### src/hdl/pps_consts.vh
// Constants for the port 1 / port 2 pin share multiplexer.
// Assumes inclusion by bare name from the design files under hdl/.
//
// Summary of operation
// - Group-4 interrupt on P1.0-P1.5 needs group enable, source bit, input direction.
// - On P1.2-P1.5 group-4 interrupt beats analog input, which beats GPIO.
// - Analog inputs 4-7 need channel bit, converter on, channel select 100-111.
// - Clearing an analog channel bit on P1.2-P1.5 returns the pin to GPIO.
// - Timer-0 input owns P1.6 when run and counter mode set, with pull-up.
// - P1.7 is reset input or GPIO, chosen by a fixed option strap.
// - P2.7 carries PWM out 11 when enabled, else group-4 irq 46, else GPIO.
// - P2.6 carries PWM out 01 when enabled, else group-4 irq 45, else GPIO.
// - P2.5, P2.4, P2.3 output PWM 1, 0, 2 while enabled, else GPIO.
// - P2.2 is UART receive with pull-up once receive enabled, above SPI.
// - Second priority, P2.2 is SPI MOSI input when SPI enabled as slave.
// - Slave with SPI enable, clock phase, select disable pulls up MOSI and SCK.
// - P2.1 becomes UART transmit once the transmit buffer is written, above SPI.
// - Second priority, P2.1 is SPI MISO when SPI enabled; master adds pull-up.
// - P2.0 drives buzzer output when buzzer enabled, above SPI clock.
// - Second priority, P2.0 is SPI serial clock when SPI enabled.
// - A shared pin with no enabled function behaves as plain GPIO.
// - Highest-priority enabled function owns the pin; lower ones wait.
// - Port data, pull-up changes do not reach an owned pin; setting direction to output releases a group-4 pin.
`ifndef PPS_CONSTS_VH
`define PPS_CONSTS_VH

// ====
// Converter channel select codes for analog inputs 4 to 7
`define PPS_CHSEL_AN4 3'h4
`define PPS_CHSEL_AN5 3'h5
`define PPS_CHSEL_AN6 3'h6
`define PPS_CHSEL_AN7 3'h7

// ====
// Group-4 source select bit index per pin
`define PPS_G4_P1_0 7
`define PPS_G4_P1_1 4
`define PPS_G4_P1_2 3
`define PPS_G4_P1_3 2
`define PPS_G4_P1_4 1
`define PPS_G4_P1_5 0
`define PPS_G4_P2_6 5
`define PPS_G4_P2_7 6

// ====
// Reset and idle values
`define PPS_PAD_RESET_OUT 1'b0
`define PPS_PAD_RESET_OE 1'b0
`define PPS_PAD_RESET_PU 1'b0
`define PPS_IN_IDLE 1'b1
`define PPS_OPT_RESET 1'b0

`endif

### src/hdl/pps_mux.v
// Pin share multiplexer for port 1 and port 2.
// Assumes peripheral control bits and pad inputs are synchronous to clk_i;
// the reset option strap is stable from power-up.
`include "pps_consts.vh"

module pps_mux (
    input wire clk_i,
    input wire reset_i,
    // ==========================================================
    // Port 1 registers and pads
    input wire [7:0] p1_data_i,
    input wire [7:0] p1_dir_i,
    input wire [7:0] p1_pullup_i,
    input wire [7:0] p1_pad_in_i,
    output wire [7:0] p1_pad_out_o,
    output wire [7:0] p1_pad_oe_o,
    output wire [7:0] p1_pad_pu_o,
    output reg [7:0] p1_pin_read_o,
    output reg [7:0] p1_shared_o,
    // ==========================================================
    // Port 2 registers and pads
    input wire [7:0] p2_data_i,
    input wire [7:0] p2_dir_i,
    input wire [7:0] p2_pullup_i,
    input wire [7:0] p2_pad_in_i,
    output wire [7:0] p2_pad_out_o,
    output wire [7:0] p2_pad_oe_o,
    output wire [7:0] p2_pad_pu_o,
    output reg [7:0] p2_pin_read_o,
    output reg [7:0] p2_shared_o,
    // ==========================================================
    // Group-4 interrupts
    input wire ext_int_group4_enable_i,
    input wire [7:0] int_group4_source_select_i,
    output reg [7:0] group4_irq_o,
    // ==========================================================
    // Converter
    input wire [3:0] adc_pin_channel_connect_i,
    input wire converter_power_on_i,
    input wire [2:0] converter_channel_select_i,
    output reg [3:0] analog_input_connect_o,
    // ==========================================================
    // Timer 0
    input wire timer0_run_i,
    input wire timer0_counter_mode_i,
    output reg timer0_ext_input_o,
    // ==========================================================
    // Reset pin option
    input wire reset_pin_option_i,
    output reg reset_pin_selected_o,
    output reg reset_pin_level_o,
    // ==========================================================
    // PWM
    input wire pwm_out11_enable_i,
    input wire pwm_out01_enable_i,
    input wire pwm_ch1_enable_i,
    input wire pwm_ch0_enable_i,
    input wire pwm_ch2_enable_i,
    input wire pwm_out11_i,
    input wire pwm_out01_i,
    input wire pwm_ch1_i,
    input wire pwm_ch0_i,
    input wire pwm_ch2_i,
    // ==========================================================
    // UART
    input wire uart_rx_enable_i,
    input wire uart_tx_buffer_write_i,
    input wire uart_tx_release_i,
    input wire uart_txd_i,
    output reg uart_rxd_o,
    output reg uart_tx_owned_o,
    // ==========================================================
    // SPI
    input wire spi_enable_i,
    input wire spi_master_i,
    input wire spi_clock_phase_i,
    input wire slave_select_disable_i,
    input wire spi_miso_out_i,
    input wire spi_sck_out_i,
    output reg spi_mosi_in_o,
    output reg spi_miso_in_o,
    output reg spi_sck_in_o,
    // ==========================================================
    // Buzzer
    input wire buzzer_enable_i,
    input wire buzzer_output_i
);

    // ==========================================================
    // Reset option capture
    reg opt_loaded;
    reg reset_option;

    always @(posedge clk_i or posedge reset_i) begin
        if (reset_i) begin
            opt_loaded <= 1'b0;
            reset_option <= `PPS_OPT_RESET;
        end else if (!opt_loaded) begin
            opt_loaded <= 1'b1;
            reset_option <= reset_pin_option_i;
        end
    end

    // ==========================================================
    // UART transmit pin claim
    reg tx_owned;

    always @(posedge clk_i or posedge reset_i) begin
        if (reset_i) begin
            tx_owned <= 1'b0;
        end else if (uart_tx_buffer_write_i) begin
            tx_owned <= 1'b1;
        end else if (uart_tx_release_i) begin
            tx_owned <= 1'b0;
        end
    end

    // ==========================================================
    // Group-4 interrupt requests
    wire [7:0] g4_req;
    wire [7:0] g4_dir;

    assign g4_dir[`PPS_G4_P1_0] = p1_dir_i[0];
    assign g4_dir[`PPS_G4_P1_1] = p1_dir_i[1];
    assign g4_dir[`PPS_G4_P1_2] = p1_dir_i[2];
    assign g4_dir[`PPS_G4_P1_3] = p1_dir_i[3];
    assign g4_dir[`PPS_G4_P1_4] = p1_dir_i[4];
    assign g4_dir[`PPS_G4_P1_5] = p1_dir_i[5];
    assign g4_dir[`PPS_G4_P2_6] = p2_dir_i[6];
    assign g4_dir[`PPS_G4_P2_7] = p2_dir_i[7];

    assign g4_req = {8{ext_int_group4_enable_i}} & int_group4_source_select_i & ~g4_dir;

    // ==========================================================
    // Analog channel requests
    wire [3:0] an_req;
    wire [2:0] an_code [0:3];

    assign an_code[0] = `PPS_CHSEL_AN4;
    assign an_code[1] = `PPS_CHSEL_AN5;
    assign an_code[2] = `PPS_CHSEL_AN6;
    assign an_code[3] = `PPS_CHSEL_AN7;

    genvar ai;
    generate
        for (ai = 0; ai < 4; ai = ai + 1) begin : g_an
            assign an_req[ai] = adc_pin_channel_connect_i[ai] & converter_power_on_i &
                                (converter_channel_select_i == an_code[ai]);
        end
    endgenerate

    // ==========================================================
    // Other function requests
    wire t0_req = timer0_run_i & timer0_counter_mode_i;
    wire spi_slave = spi_enable_i & ~spi_master_i;
    wire spi_slave_pu = spi_slave & spi_clock_phase_i & slave_select_disable_i;

    // ==========================================================
    // Port 1 priority resolution
    reg [7:0] p1_own;
    reg [7:0] p1_foe;
    reg [7:0] p1_fout;
    reg [7:0] p1_fpu;
    reg [3:0] an_own;
    integer k;

    always @* begin
        p1_own = 8'h00;
        p1_foe = 8'h00;
        p1_fout = 8'h00;
        p1_fpu = 8'h00;
        an_own = 4'h0;
        if (g4_req[`PPS_G4_P1_0]) begin
            p1_own[0] = 1'b1;
        end
        if (g4_req[`PPS_G4_P1_1]) begin
            p1_own[1] = 1'b1;
        end
        for (k = 0; k < 4; k = k + 1) begin
            if (g4_req[`PPS_G4_P1_2 - k]) begin
                p1_own[k + 2] = 1'b1;
            end else if (an_req[k]) begin
                p1_own[k + 2] = 1'b1;
                an_own[k] = 1'b1;
            end
        end
        if (t0_req) begin
            p1_own[6] = 1'b1;
            p1_fpu[6] = 1'b1;
        end
        if (reset_option) begin
            p1_own[7] = 1'b1;
        end
    end

    // ==========================================================
    // Port 2 priority resolution
    reg [7:0] p2_own;
    reg [7:0] p2_foe;
    reg [7:0] p2_fout;
    reg [7:0] p2_fpu;

    always @* begin
        p2_own = 8'h00;
        p2_foe = 8'h00;
        p2_fout = 8'h00;
        p2_fpu = 8'h00;
        if (pwm_out11_enable_i) begin
            p2_own[7] = 1'b1;
            p2_foe[7] = 1'b1;
            p2_fout[7] = pwm_out11_i;
        end else if (g4_req[`PPS_G4_P2_7]) begin
            p2_own[7] = 1'b1;
        end
        if (pwm_out01_enable_i) begin
            p2_own[6] = 1'b1;
            p2_foe[6] = 1'b1;
            p2_fout[6] = pwm_out01_i;
        end else if (g4_req[`PPS_G4_P2_6]) begin
            p2_own[6] = 1'b1;
        end
        if (pwm_ch1_enable_i) begin
            p2_own[5] = 1'b1;
            p2_foe[5] = 1'b1;
            p2_fout[5] = pwm_ch1_i;
        end
        if (pwm_ch0_enable_i) begin
            p2_own[4] = 1'b1;
            p2_foe[4] = 1'b1;
            p2_fout[4] = pwm_ch0_i;
        end
        if (pwm_ch2_enable_i) begin
            p2_own[3] = 1'b1;
            p2_foe[3] = 1'b1;
            p2_fout[3] = pwm_ch2_i;
        end
        if (uart_rx_enable_i) begin
            p2_own[2] = 1'b1;
            p2_fpu[2] = 1'b1;
        end else if (spi_slave) begin
            p2_own[2] = 1'b1;
            p2_fpu[2] = spi_slave_pu;
        end
        if (tx_owned) begin
            p2_own[1] = 1'b1;
            p2_foe[1] = 1'b1;
            p2_fout[1] = uart_txd_i;
        end else if (spi_enable_i) begin
            p2_own[1] = 1'b1;
            p2_foe[1] = ~spi_master_i;
            p2_fout[1] = spi_miso_out_i;
            p2_fpu[1] = spi_master_i;
        end
        if (buzzer_enable_i) begin
            p2_own[0] = 1'b1;
            p2_foe[0] = 1'b1;
            p2_fout[0] = buzzer_output_i;
        end else if (spi_enable_i) begin
            p2_own[0] = 1'b1;
            p2_foe[0] = spi_master_i;
            p2_fout[0] = spi_sck_out_i;
            p2_fpu[0] = spi_slave_pu;
        end
    end

    // ==========================================================
    // Pad output stages
    wire [15:0] all_own = {p2_own, p1_own};
    wire [15:0] all_foe = {p2_foe, p1_foe};
    wire [15:0] all_fout = {p2_fout, p1_fout};
    wire [15:0] all_fpu = {p2_fpu, p1_fpu};
    wire [15:0] all_data = {p2_data_i, p1_data_i};
    wire [15:0] all_dir = {p2_dir_i, p1_dir_i};
    wire [15:0] all_pu = {p2_pullup_i, p1_pullup_i};
    wire [15:0] all_out;
    wire [15:0] all_oe;
    wire [15:0] all_ppu;

    genvar pi;
    generate
        for (pi = 0; pi < 16; pi = pi + 1) begin : g_pad
            pps_pad_cell u_cell (
                .clk_i(clk_i),
                .reset_i(reset_i),
                .own_i(all_own[pi]),
                .func_oe_i(all_foe[pi]),
                .func_out_i(all_fout[pi]),
                .func_pu_i(all_fpu[pi]),
                .gpio_data_i(all_data[pi]),
                .gpio_dir_i(all_dir[pi]),
                .gpio_pu_i(all_pu[pi]),
                .pad_out_o(all_out[pi]),
                .pad_oe_o(all_oe[pi]),
                .pad_pu_o(all_ppu[pi])
            );
        end
    endgenerate

    assign p1_pad_out_o = all_out[7:0];
    assign p1_pad_oe_o = all_oe[7:0];
    assign p1_pad_pu_o = all_ppu[7:0];
    assign p2_pad_out_o = all_out[15:8];
    assign p2_pad_oe_o = all_oe[15:8];
    assign p2_pad_pu_o = all_ppu[15:8];

    // ==========================================================
    // Peripheral input routing
    reg [7:0] next_irq;
    integer j;

    always @* begin
        next_irq = {8{`PPS_IN_IDLE}};
        if (p1_own[0]) next_irq[`PPS_G4_P1_0] = p1_pad_in_i[0];
        if (p1_own[1]) next_irq[`PPS_G4_P1_1] = p1_pad_in_i[1];
        for (j = 0; j < 4; j = j + 1) begin
            if (p1_own[j + 2] && !an_own[j]) begin
                next_irq[`PPS_G4_P1_2 - j] = p1_pad_in_i[j + 2];
            end
        end
        if (p2_own[6] && !pwm_out01_enable_i) next_irq[`PPS_G4_P2_6] = p2_pad_in_i[6];
        if (p2_own[7] && !pwm_out11_enable_i) next_irq[`PPS_G4_P2_7] = p2_pad_in_i[7];
    end

    always @(posedge clk_i or posedge reset_i) begin
        if (reset_i) begin
            group4_irq_o <= {8{`PPS_IN_IDLE}};
            analog_input_connect_o <= 4'h0;
            timer0_ext_input_o <= `PPS_IN_IDLE;
            reset_pin_selected_o <= `PPS_OPT_RESET;
            reset_pin_level_o <= `PPS_IN_IDLE;
            uart_rxd_o <= `PPS_IN_IDLE;
            uart_tx_owned_o <= 1'b0;
            spi_mosi_in_o <= `PPS_IN_IDLE;
            spi_miso_in_o <= `PPS_IN_IDLE;
            spi_sck_in_o <= `PPS_IN_IDLE;
            p1_pin_read_o <= 8'h00;
            p2_pin_read_o <= 8'h00;
            p1_shared_o <= 8'h00;
            p2_shared_o <= 8'h00;
        end else begin
            group4_irq_o <= next_irq;
            analog_input_connect_o <= an_own;
            timer0_ext_input_o <= t0_req ? p1_pad_in_i[6] : `PPS_IN_IDLE;
            reset_pin_selected_o <= reset_option;
            reset_pin_level_o <= reset_option ? p1_pad_in_i[7] : `PPS_IN_IDLE;
            uart_rxd_o <= uart_rx_enable_i ? p2_pad_in_i[2] : `PPS_IN_IDLE;
            uart_tx_owned_o <= tx_owned;
            spi_mosi_in_o <= (!uart_rx_enable_i && spi_slave) ? p2_pad_in_i[2] : `PPS_IN_IDLE;
            spi_miso_in_o <= (!tx_owned && spi_enable_i && spi_master_i) ? p2_pad_in_i[1] : `PPS_IN_IDLE;
            spi_sck_in_o <= (!buzzer_enable_i && spi_slave) ? p2_pad_in_i[0] : `PPS_IN_IDLE;
            p1_pin_read_o <= p1_pad_in_i;
            p2_pin_read_o <= p2_pad_in_i;
            p1_shared_o <= p1_own;
            p2_shared_o <= p2_own;
        end
    end

endmodule

### src/hdl/pps_pad_cell.v
// One pad's output stage: owning function or GPIO drives the pad.
// Assumes the function request is already priority-resolved.
`include "pps_consts.vh"

module pps_pad_cell (
    input wire clk_i,
    input wire reset_i,
    input wire own_i,
    input wire func_oe_i,
    input wire func_out_i,
    input wire func_pu_i,
    input wire gpio_data_i,
    input wire gpio_dir_i,
    input wire gpio_pu_i,
    output reg pad_out_o,
    output reg pad_oe_o,
    output reg pad_pu_o
);

    reg next_out;
    reg next_oe;
    reg next_pu;

    // ====
    // Output select
    always @* begin
        if (own_i) begin
            next_out = func_out_i;
            next_oe = func_oe_i;
            next_pu = func_pu_i;
        end else begin
            next_out = gpio_data_i;
            next_oe = gpio_dir_i;
            next_pu = gpio_pu_i & ~gpio_dir_i;
        end
    end

    always @(posedge clk_i or posedge reset_i) begin
        if (reset_i) begin
            pad_out_o <= `PPS_PAD_RESET_OUT;
            pad_oe_o <= `PPS_PAD_RESET_OE;
            pad_pu_o <= `PPS_PAD_RESET_PU;
        end else begin
            pad_out_o <= next_out;
            pad_oe_o <= next_oe;
            pad_pu_o <= next_pu;
        end
    end

endmodule

### config.mk
export PLATFORM = sky130hd
export DESIGN_NAME = pps_mux
export DESIGN_NICKNAME = d
export VERILOG_FILES = /design/src/hdl/pps_mux.v /design/src/hdl/pps_pad_cell.v
export VERILOG_INCLUDE_DIRS = /design/src /design/src/hdl
export SDC_FILE = /design/constraint.sdc
export NUM_CORES = 1
export LEC_CHECK = 0
export BUFFER_PORTS_ARGS = -buffer_cell sky130_fd_sc_hd__clkbuf_2
export CORE_ASPECT_RATIO = 0.5
export CORE_MARGIN = 5
export CORE_UTILIZATION = 48
export DETAILED_ROUTE_END_ITERATION = 16
export GPL_ROUTABILITY_DRIVEN = 0
export PLACE_DENSITY = 0.85
export SKIP_LAST_GASP = 1
export SLEW_MARGIN = 5
export SYNTH_ARGS = -nofsm -noshare
export SYNTH_HDL_FRONTEND = slang
export SYNTH_SLANG_ARGS = --single-unit
### constraint.sdc
create_clock -name clk_i -period 9.45 [get_ports clk_i]
set_input_delay 1.89 -clock clk_i [delete_from_list [all_inputs] [get_ports clk_i]]
set_output_delay 1.89 -clock clk_i [all_outputs]
set_load 0.05 [all_outputs]
* After elaboration in Yosys (flattened, before gate mapping) *
Index checks and enable logic that the tools add are counted.
Widths: inputs -> output; s select.

cells by class
  bitwise logic cells = 48
  $lt $le $gt $ge = 0
  $add $sub $neg = 0
  reductions and logical operators = 20
  equality and inequality tests = 4
  mux-type cells = 112
  shifts and indexed selects = 0
  div/mod/pow operators = 0
  $mul = 0

operators with widths
  cell                count
  $mux 1              112
  $and 1x1->1         28
  $not 1->1           17
  $and 8x8->8         2
  $eq 3x3->1 const B  4
  $logic_and 1x1->1   10
  $logic_not 1->1     9
  $not 8->8           1
  $reduce_bool 2->1   1

storage, ports and cells
  latch bits = 0
  bits in writable memories = 0
  input bits = 108
  logic and storage cells = 249
  memories = 0
  output and inout port bits = 100
  bits in registers = 103
  ROM bits = 0

* Logic depth before layout (Yosys ltp) *
  word-level depth = 7
  gate-level depth with buffers = 3
  gate-level depth less buffers = 3

* By module *
Synthesis repeated with hierarchy kept, for this count alone.

unflattened totals
  cells, all modules = 269
  area total of the unflattened synthesis = 3668.5 sq um

by module, submodules not included
  module        seq. area each (sq um)  instances  cells an instance  area each (sq um)
  pps_pad_cell  75.1                    16         9                  116.4
  pps_mux       1368.8                  1          125                1806.7

* Worst setup path before layout *
No wires, ideal clock.

  kind = register -> output
  start = register p1_shared_o[7]
  end = output p1_shared_o[7]
  data arrival time = 0.886 ns
  data required time = 7.560 ns
  stages on the path, launching flop included = 2
  buffers on the path = 1
  path slack = 6.674 ns
  path through = dfrtp_1 -> buf_4

RTL lines
  what                    line           source
  from (decl)             pps_mux.v:19   output reg [7:0] p1_shared_o,
  from (signal assigned)  pps_mux.v:353  p1_shared_o <= p1_own;

No word-level cell between the ends.

* Final worst setup path *
  start = register group4_irq_o[5]
  end = output group4_irq_o[5]

RTL lines
  what                    line           source
  from (decl)             pps_mux.v:35   output reg [7:0] group4_irq_o,
  from (signal assigned)  pps_mux.v:326  group4_irq_o <= {8{`PPS_IN_IDLE}};
  from (signal assigned)  pps_mux.v:341  group4_irq_o <= next_irq;

No word-level cell between the ends.

==> implementation parameters <==
Parameter                              Value

Outcome
  Result of the run    complete, no violations

Clock network
  Quantity of gates resized following cts    0
  Count of hold buffers inserted by post-cts repair    0
  Root cell of the clock tree    sky130_fd_sc_hd__clkbuf_16
  CTS tree    yes
  Number of buffers on the longest clock path    2
  H-tree depth reported by CTS    3
  Number of buffers inserted to repair setup after CTS    0
  Latest clock arrival within the worst-skew pair    0.33 ns
  CTS Sinks    102
  Clock slew at reported path FFs    0.07 ns
  TritonCTS Buffers    9

Global routing
  Global routing usage summed across all routing layers    17.23%
  Via count of the first global-routing pass    2,609
  Maximum number of pins on one net before global-route repair    77
  Initial antenna violation count    0
  Leftover overflow at the end of global routing    0
  First-pass GRT wire length    13,030 µm

Synthesis
  Post-synthesis cell area    3820 µm²
  Area fraction of the dominant cell type after synthesis    57.65%
  Count of mapped cells out of synthesis    291
  Number of flops mapped to enable cells by yosys    0
  Biggest area contributors in the synthesized netlist    sky130_fd_sc_hd__dfrtp_1 58%, sky130_fd_sc_hd__buf_4 9.8%, sky130_fd_sc_hd__dfstp_2 9.6%, sky130_fd_sc_hd__nand2b_1 2.0%, sky130_fd_sc_hd__nor2b_1 1.8%
  Primary flip-flop cell chosen by synthesis mapping    sky130_fd_sc_hd__dfrtp_1
  Yosys top cell by area    sky130_fd_sc_hd__dfrtp_1
  Total of flip-flops plus latches after synthesis    102
  Avg Cell Area, Syn    13.13 µm²
  Async S/R FF share, synth    100.0%
  Number of nets in the synthesized netlist    399
  Most numerous cell in the Yosys netlist    sky130_fd_sc_hd__dfrtp_1
  Sequential cell area fraction in the yosys report    67.28%
  Top post-synthesis cells by count    88 x sky130_fd_sc_hd__dfrtp_1, 50 x sky130_fd_sc_hd__buf_4, 16 x sky130_fd_sc_hd__inv_1
  Count of distinct cell types in the synthesized netlist    39
  Yosys synthesis warning count    0

Route
  Max layer used    met4
  Average detailed-routed wire length per instance    14.67 µm
  Via-to-Cell Ratio    4.476
  Starting DRT DRC Count    130
  Post-route DRC    0
  WL met1    2869 µm
  Post-DRT Antenna Nets    0
  Final routed wirelength across all metal layers    8423 µm
  Met3 Wirelength    479 µm
  Wire length on met2    4939 µm
  Via count    2,569
  First-pass detailed-route iteration total    4

Critical path
  Worst Path Buf+Inv    1
  Required time of the worst setup path    7.56 ns
  Number of gates on the worst path with buffers counted    1
  Highest cell delay on the worst timing path    0.52 ns
  Slowest CP cell    sky130_fd_sc_hd__dfstp_2
  Peak fanout along the critical path    1
  Cell Chain, Critical Path    clkbuf_2
  Critical Path Start    group4_irq_o[5]
  CP Launch Type    flop
  Register-to-Register Setup Slack    8.51 ns
  Crit Path Class    flop to output pin
  Reg-to-reg startpoint    tx_owned
  Top delay family on crit path    flip-flops
  Critical path capture point    group4_irq_o[5]
  R2R depth    1
  Critical path endpoint category    output pin
  CP Data Arrival Time    1.13 ns
  RR Endpoint    spi_miso_in_o

Timing
  Maximum clock rate    331.0 MHz
  TNS Setup    0 ns
  Hold Violations, Final    0
  Worst clock skew    0.008083 ns
  Final period demand of the worst path    3.021 ns
  RSZ-0062 raised after global routing    no
  Count of final max-slew check failures    0
  Endpoints failing setup    0
  Measured slew at the worst slew-check pin    0.9076 ns
  Fraction of the cycle the final worst path needs    31.97%
  Slew Limit Headroom    39.49%

Floorplanning
  Floorplan die width    136.2 µm
  Number of core rows    23
  Die height    73.08 µm
  Placeable core region    7885 µm²
  Starting Density    48.44%
  I/O pin cnt    208
  Die Footprint    9951 µm²

Finish
  N_diodes    0
  Final Net Count    565
  Core occupancy in the finished layout    62.06%
  Share of post-route cells with drive strength above 1    54.98%
  Number of fillers in the final layout    655
  Growth of design area from synthesis to finish    28.10%

Pwr
  Maximum vdd ir drop    96.22 µV
  Pwr/cell area    199.1 nW/µm²
  P_leak    2.629 nW

Placed design
  Count of input and output buffers    207
  Hpwl dp    6816 µm

Min path
  Worst hold-check path type    flop to flop

Job
  Max-capacitance violation count    0
[cells in the final DEF (no fill, tap or decap), drive strengths merged, types with 5 or more instances in the layout]
cell type and n:
nand2b 12, nor2b 11, and3b 7, nand2 14, dfrtp 88, dfstp 14, or3 7, inv 19
or2 6, nor3 5, clkbuf 216, nor2 7
[final cells by class]
type | instances | area [µm²] | share of cell area [%]
Inverter | 16 | 62.56 | 1.278
Clock buffer | 9 | 225.2 | 4.602
Clock inverter | 7 | 56.30 | 1.151
Sequential cell | 102 | 2570 | 52.52
Tap cell | 112 | 140.1 | 2.864
Multi-Input combinational cell | 120 | 795.8 | 16.26
Timing Repair Buffer | 208 | 1044 | 21.32
[power breakdown]
part	leakage [nW]	switching, mW	internal [mW]
logic	1.28	0.123	0.0437
clock network	0.137	0.158	0.182
registers	1.21	0.00744	0.460
[how the worst min path moves through the flow]
| stage | from | to | slack (ns) | depth (start not counted) |
|---|---|---|---|---|
| final | reset_option | p1_shared_o[7] | 0.50 | 0 |
| after CTS | reset_option | p1_shared_o[7] | 0.51 | 0 |
| after global routing | tx_owned | uart_tx_owned_o | 0.54 | 0 |
| after floorplan | reset_option | p1_shared_o[7] | 0.43 | 0 |
| after detailed placement | opt_loaded | reset_option | 0.50 | 1 |
| after global placement | opt_loaded | reset_option | 0.48 | 1 |
[cells by family (layout without fill, tap and decap cells)]
group | count (synthesis) | count (layout) | share of synthesized area (%)
AO/OA/AOI/OAI | 30 | 30 | 5.928
buffers and inverters | 69 | 240 | 11.89
AND/OR/NAND/NOR | 83 | 83 | 13.10
multiplexers | 6 | 6 | 1.703
flip-flops | 102 | 102 | 67.28
other | 1 | 1 | 0.09817
[stage by stage]
step	setup WS (ns)	cells	hold WS (ns)	area [µm²]	power (mW)
after global placement	6.352	558	0.4833	4612	0.6412
after floorplan	4.908	291	0.4294	3820	0.6051
after detailed placement	6.288	558	0.5019	4612	0.6445
after global routing	6.395	574	0.5372	4893	1.013
after CTS	6.415	574	0.5104	4893	0.9863
final	6.429	574	0.4990	4893	0.9743
[registers in the layout (all words and copies together), names as in the netlist, 4 cells and up]
register                cells
analog_input_connect_o      4
g_pad.u_cell.pad_oe_o      16
g_pad.u_cell.pad_out_o     16
g_pad.u_cell.pad_pu_o      16
group4_irq_o                8
p1_pin_read_o               8
p1_shared_o                 8
p2_pin_read_o               8
p2_shared_o                 8
[routing by layer]
layer	track usage, %	up-vias
met3	5.854	12
li1	-	1238
met1	18.08	1248
met5	0	-
met2	32.88	71
met4	5.475	0
No activity file was read; power rests on OpenSTA's default activity.
